**config.mk**
```make
export PLATFORM = sky130hd
export DESIGN_NAME = adsc_scan_ctrl
export DESIGN_NICKNAME = d
export VERILOG_FILES = /design/src/adsc_pkg.sv /design/src/adsc_scan_ctrl.sv
export SDC_FILE = /design/constraint.sdc
export NUM_CORES = 1
export LEC_CHECK = 0
export ABC_AREA = 1
export BUFFER_PORTS_ARGS = -buffer_cell sky130_fd_sc_hd__buf_4
export CAP_MARGIN = 20
export CORE_ASPECT_RATIO = 1.75
export CORE_MARGIN = 4
export CORE_UTILIZATION = 55
export DETAILED_ROUTE_END_ITERATION = 8
export PLACE_DENSITY = 0.77
export SETUP_SLACK_MARGIN = 0.5
export SLEW_MARGIN = 0
export SYNTH_ARGS = -nofsm -noshare
export SYNTH_HDL_FRONTEND = slang
export SYNTH_SLANG_ARGS = --single-unit
```
**constraint.sdc**
```tcl
create_clock -name clk -period 1.9 [get_ports clk]
set_input_delay 0 -clock clk [delete_from_list [all_inputs] [get_ports clk]]
set_output_delay 0 -clock clk [all_outputs]
set_load 0.01 [all_outputs]
```
**src/adsc_pkg.sv**
```systemverilog
// Purpose: Constants and types for the conversion scan control block
// Assumes: 8-bit host I/O bus, byte registers at base-relative offsets, 40 MHz clock
// Notes:   The analog converter itself sits outside; it is driven by start and answers with done
//
// Notes on behaviour
// Range byte: low nibble first, high nibble last
// Range write loads current channel with first
// Host waits about 10 us before starting
// Each conversion advances current channel
// After last channel, wrap to first
// Any write to offset 0 starts conversion
// Conversion finishes within 10 us
// Status bit 7 is busy flag
// Busy clears only once result readable
// Host polls busy with mask 0x80
// Result read as two bytes
// Low byte: result low nibble, channel
// High byte holds upper eight result bits
// Codes are unsigned 0 through 4095
// Unipolar: code step is full scale/4096
// Bipolar: offset binary, 2048 is zero
// Settle bit high 10 us after range write
// Equal bit when current channel is last
// Busy and result bytes update together
// Start while busy is ignored
package adsc_pkg;
    // ************************************
    // Register offsets
    // ************************************
    localparam logic [3:0] ADSC_OFF_START    = 4'h0;
    localparam logic [3:0] ADSC_OFF_RES_LO   = 4'h0;
    localparam logic [3:0] ADSC_OFF_RES_HI   = 4'h1;
    localparam logic [3:0] ADSC_OFF_RANGE    = 4'h2;
    localparam logic [3:0] ADSC_OFF_STATUS   = 4'h8;
    localparam logic [3:0] ADSC_OFF_READBACK = 4'hb;

    // ************************************
    // Field positions and reset values
    // ************************************
    localparam int         ADSC_STAT_BUSY_BIT = 7;
    localparam int         ADSC_RB_SETTLE_BIT = 4;
    localparam int         ADSC_RB_EQUAL_BIT  = 2;
    localparam logic [7:0] ADSC_RANGE_RST     = 8'h00;
    localparam logic [7:0] ADSC_UNMAPPED_RD   = 8'h00;

    // ************************************
    // Timing
    // ************************************
    localparam int ADSC_CLK_MHZ      = 40;
    localparam int ADSC_SETTLE_US    = 10;
    localparam int ADSC_CONV_MAX_US  = 10;
    localparam int ADSC_SETTLE_CYC   = ADSC_SETTLE_US * ADSC_CLK_MHZ;
    localparam int ADSC_CONV_MAX_CYC = ADSC_CONV_MAX_US * ADSC_CLK_MHZ;

    typedef struct packed {
        logic        wr;
        logic        rd;
        logic [3:0]  addr;
        logic [7:0]  wdata;
    } adsc_bus_t;

    typedef struct packed {
        logic [11:0] code;
        logic [3:0]  chan;
    } adsc_result_t;
endpackage : adsc_pkg

```
**src/adsc_scan_ctrl.sv**
```systemverilog
// Purpose: Scan range, start, busy and result registers of the analog input converter
// Assumes: Host strobes are one-cycle pulses synchronous to clk
// Notes:   conv_done must come within the documented conversion time; a timeout forces an end
`timescale 1ns/1ps
`default_nettype none
module adsc_scan_ctrl
    import adsc_pkg::*;
#(
    parameter int CODE_W = 12,
    parameter int CHAN_W = 4
) (
    input  wire logic              clk,
    input  wire logic              srst,
    input  wire adsc_bus_t         bus,
    output logic [7:0]             rdata,
    output logic [CHAN_W-1:0]      conv_chan,
    output logic                   conv_start,
    input  wire logic              conv_done,
    input  wire logic [CODE_W-1:0] conv_code
);
    // Result packing and range nibbles are fixed, so other widths are refused at elaboration
    if (CODE_W != 12 || CHAN_W != 4) begin : g_bad_width
        $error("adsc_scan_ctrl: only 12-bit codes and 4-bit channels are served");
    end

    // ************************************
    // Decode
    // ************************************
    logic wr_start;
    logic wr_range;
    assign wr_start = bus.wr && bus.addr == ADSC_OFF_START;
    assign wr_range = bus.wr && bus.addr == ADSC_OFF_RANGE;

    // ************************************
    // Scan range and current channel
    // ************************************
    logic [7:0]        range_q;
    logic [CHAN_W-1:0] cur_q;
    logic [CHAN_W-1:0] first_ch;
    logic [CHAN_W-1:0] last_ch;
    logic              equal;
    logic              busy_q;
    logic              conv_end;
    logic [8:0]        conv_cnt_q;
    logic [8:0]        settle_q;

    assign first_ch = range_q[3:0];
    assign last_ch  = range_q[7:4];
    assign equal    = cur_q == last_ch;

    always_ff @(posedge clk) begin
        if (srst) begin
            range_q <= ADSC_RANGE_RST;
        end else if (wr_range) begin
            range_q <= bus.wdata;
        end
    end

    // Channel steps at start so the result keeps the channel it was taken on
    always_ff @(posedge clk) begin
        if (srst) begin
            cur_q <= '0;
        end else if (wr_range) begin
            cur_q <= bus.wdata[3:0];
        end else if (wr_start && !busy_q) begin
            cur_q <= equal ? first_ch : cur_q + 1'b1;
        end
    end

    // ************************************
    // Conversion sequence
    // ************************************
    logic [CHAN_W-1:0] conv_chan_q;
    assign conv_start = wr_start && !busy_q;
    assign conv_chan  = conv_chan_q;
    assign conv_end   = busy_q && (conv_done || conv_cnt_q == 9'(ADSC_CONV_MAX_CYC - 1));

    always_ff @(posedge clk) begin
        if (srst) begin
            conv_chan_q <= '0;
        end else if (conv_start) begin
            conv_chan_q <= cur_q;
        end
    end

    always_ff @(posedge clk) begin
        if (srst) begin
            busy_q     <= 1'b0;
            conv_cnt_q <= '0;
        end else if (conv_start) begin
            busy_q     <= 1'b1;
            conv_cnt_q <= '0;
        end else if (conv_end) begin
            busy_q     <= 1'b0;
        end else if (busy_q) begin
            conv_cnt_q <= conv_cnt_q + 9'd1;
        end
    end

    // Code passes through as unsigned; polarity is set in the front end
    adsc_result_t res_q;
    always_ff @(posedge clk) begin
        if (srst) begin
            res_q <= '0;
        end else if (conv_end) begin
            res_q.code <= conv_code;
            res_q.chan <= conv_chan_q;
        end
    end

    // ************************************
    // Settling timer
    // ************************************
    always_ff @(posedge clk) begin
        if (srst) begin
            settle_q <= '0;
        end else if (wr_range) begin
            settle_q <= 9'(ADSC_SETTLE_CYC);
        end else if (settle_q != '0) begin
            settle_q <= settle_q - 9'd1;
        end
    end

    // ************************************
    // Read mux
    // ************************************
    always_ff @(posedge clk) begin
        if (srst) begin
            rdata <= ADSC_UNMAPPED_RD;
        end else if (bus.rd) begin
            case (bus.addr)
                ADSC_OFF_RES_LO:   rdata <= {res_q.code[3:0], res_q.chan};
                ADSC_OFF_RES_HI:   rdata <= res_q.code[11:4];
                ADSC_OFF_RANGE:    rdata <= range_q;
                ADSC_OFF_STATUS:   rdata <= {busy_q, 7'h00};
                ADSC_OFF_READBACK: rdata <= {3'h0, settle_q != '0, 1'b0, equal, 2'h0};
                default:           rdata <= ADSC_UNMAPPED_RD;
            endcase
        end
    end
endmodule : adsc_scan_ctrl
`default_nettype wire

```
==> impl_results.md <==
* Setup TNS at 0 ps
* Routed len/inst at 15.46 µm
* Core Box Area at 4977 µm²
* Setup violators final at 0
* Largest net degree at the start of global routing at 25
* FF/Latch Area at 1197 µm²
* Fin nets at 512
* Via count at 2,964
* Max Slew Vio Count at 0
* Clk root buf: clkbuf_8
* Worst slew margin at 0.7440
* Sequential power share at 0.388
* I/O pins at 42
* Initial antenna violation count at 0
* Fillers at 333
* H-tree depth at 3
* Status: completed
* Clock Power Share at 0.381
* Worst Path Arrival at 1690 ps
* Worst setup SP type: flop
* Footprint of the multi-input gates at 1650 µm²
* DP Cell Count at 490
* Vias in the first global route at 2,917
* GPL Wtd Cong at 0.9249
* HP Class: input port to flop
* Worst-skew pair later-pin latency at 340 ps
* Area Overhead vs Synth at 38.82%
* DR DRC count at 0
* Syn Area/Cell at 7.087 µm²
* CP Capture Point: res_q[8]
* Final period util at 0.7656
* CP endpoint kind: flop
* CTS tree: done
* Vias per Instance at 5.509
* Worst hold path startpoint: bus[13]
* Clock skew at 10.17 ps
* Num CTS Buffers at 9
* Sw frac at 0.2895
* Fin util at 0.7946
* Post-DRT Antenna Nets at 0
* Most common cell after layout, fill and taps aside: nand2_1
* Synth warn at 0
* Mapped Nets at 435
* R2R cell count at 8
* Remaining global-route overflow at 0
* Worst slew pin tran at 383.1 ps
* RR Startpoint: conv_cnt_q[1]
* Maximum vdd drop at 0.0008927 V
* Max Fclk at 0.6875 GHz
* Power density relative to cell area at 919.2 nW/µm²
* Minimum period implied by the final worst setup slack at 1455 ps
* Clock buffer depth at 2
* Comb pwr share at 0.231
* Commonest cells after routing, fill and taps aside: nand2_1, dfxtp_1, buf_4
* Fraction of registers with async set/reset at 0
* P_int at 2.583 mW
* Leakage at 1.692 nW
* Top_reg_cell synth: dfxtp_1
* FF+latch count, synth at 59
* Die Span X at 62.41 µm
* Psw at 1.052 mW
* Initial Util at 0.5724
* Num rows at 34
* Worst Setup SP: conv_cnt_q[1]
* CP Max Fanout at 9
* WS Path Type: flop to flop
* Clock-pin slew on the worst setup and hold paths at 70 ps
* PortBufs at 41
* Post-detail-place hpwl at 5.188 mm
* Post-Layout Cell Count at 538
* DIE AREA at 6441 µm²
* Routed WL at 8.320 mm
* DR iter-0 viols at 211
* Pre-Repair DR Iteration Count at 4
* Max-Cap Viols at 0
* Netlist Area Pre-Place at 2849 µm²
* Gr usage total at 0.2500
* Sequential area share after synthesis at 0.4146
* Unrepaired setup endpoints after global routing: true
* R2R Setup Slk at 450 ps
* Synth unique cells at 31
* FF-to-FF End: res_q[8]
* Clk sinks at 59
* Cells after synthesis at 402
* Final number of hold-violating endpoints at 0
* Global-route wire length before repair at 12.87 mm
* Diode count at 0
* Die H at 103.2 µm
* Layout cells sized above 1 at 0.2603
* Number of enable flip-flop cells after synthesis at 0
* Required time worst endpoint at 2130 ps
power groups by stage:
stage / clock network [mW] / logic [mW] / registers [mW]
finish: 1.39 / 0.839 / 1.41
global route: 1.46 / 0.957 / 1.42
detailed placement: 0 / 0.748 / 1.43
floorplan: 0 / 0.573 / 1.42
CTS: 1.39 / 0.813 / 1.40
global placement: 0 / 0.723 / 1.43
per-layer routing:
| metal | global-route usage | part of all wire | vias up |
|---|---|---|---|
| li1 | - | - | 1460 |
| met1 | 0.2508 | 0.36 | 1379 |
| met2 | 0.4673 | 0.55 | 102 |
| met3 | 0.05838 | 0.046 | 23 |
| met4 | 0.1454 | 0.036 | 0 |
| met5 | 0 | 0 | - |
cells in the mapped netlist, types with 4 or more instances:
library cell,number,area [µm²]
nor2_1,57,214.0
nand4_1,7,43.79
o21ai_0,18,90.09
ha_1,4,50.05
clkbuf_1,6,22.52
o211ai_1,5,37.54
dfxtp_1,59,1181
a21oi_1,34,170.2
xnor2_1,4,35.03
xor2_1,7,61.31
nand2_1,97,364.1
o21ai_1,10,50.05
nand3_1,30,150.1
inv_1,37,138.9
o22ai_1,4,25.02
flip-flops by register name, indices dropped and copies added, names as in the netlist:
register    cells
res_q          16
range_q         8
conv_chan       4
settle_q        9
busy_q          1
cur_q           4
conv_cnt_q      9
rdata           8
worst max-delay path, cell delays in order (launching register included):
cell	delay (ps)
dfxtp_4	360
ha_4	150
nand2_4	50
nor2_4	110
nand4_4	170
nand2_8	160
nand2_8	100
o21ai_1	180
nor2_1	70
cell families (layout without fill, tap and decap cells):
group / count (synthesis) / in the layout / synth area share
adder cells (fa/ha/maj): 4 / 4 / 0.01757
flip-flops: 59 / 59 / 0.4146
AND/OR/NAND/NOR: 204 / 206 / 0.3188
XOR/XNOR: 11 / 11 / 0.03382
buffers and inverters: 52 / 132 / 0.08168
AO/OA/AOI/OAI: 72 / 72 / 0.1335
area by class of cell:
cell class / instances / share of cell area
Multi-Input combinational cell: 293 / 0.4173
Sequential cell: 59 / 0.3028
Timing Repair Buffer: 74 / 0.1544
Inverter: 41 / 0.04334
Clock buffer: 11 / 0.03575
Clock inverter: 5 / 0.02531
Tap cell: 54 / 0.01708
Timing Repair inverter: 1 / 0.004113
through the flow:
step | setup slack [ps] | hold WS (ps) | area, µm² | power (mW)
after global placement | 437.2 | 235.1 | 3196 | 2.152
after CTS | 484.7 | 60.93 | 3766 | 3.611
after global routing | 421.1 | 75.86 | 3955 | 3.833
after detailed placement | 354.3 | 247.6 | 3196 | 2.181
final | 445.4 | 65.72 | 3955 | 3.636
after floorplan | 531.0 | 145.7 | 2864 | 1.989
how the worst min path moves through the flow:
stage	endpoint	slack (ps)	cells past startpoint
floorplan	res_q[10]	150	2
global placement	res_q[13]	240	3
detailed placement	res_q[7]	250	3
CTS	busy_q	60	3
global route	busy_q	80	3
finish	busy_q	70	3
what timing repair did:
| item | in CTS | in global routing |
|---|---|---|
| pin swaps | 1 | 14 |
| endpoints found under the hold margin | 36 | 0 |
| hold buffers | 22 | 0 |
| endpoints found under the setup margin | 30 | 38 |
| gates resized for setup | 23 | 46 |
| buffers inserted | 3 | 4 |
| cloned | 3 | 0 |
Note: power is estimated with default switching activity, not from simulation.
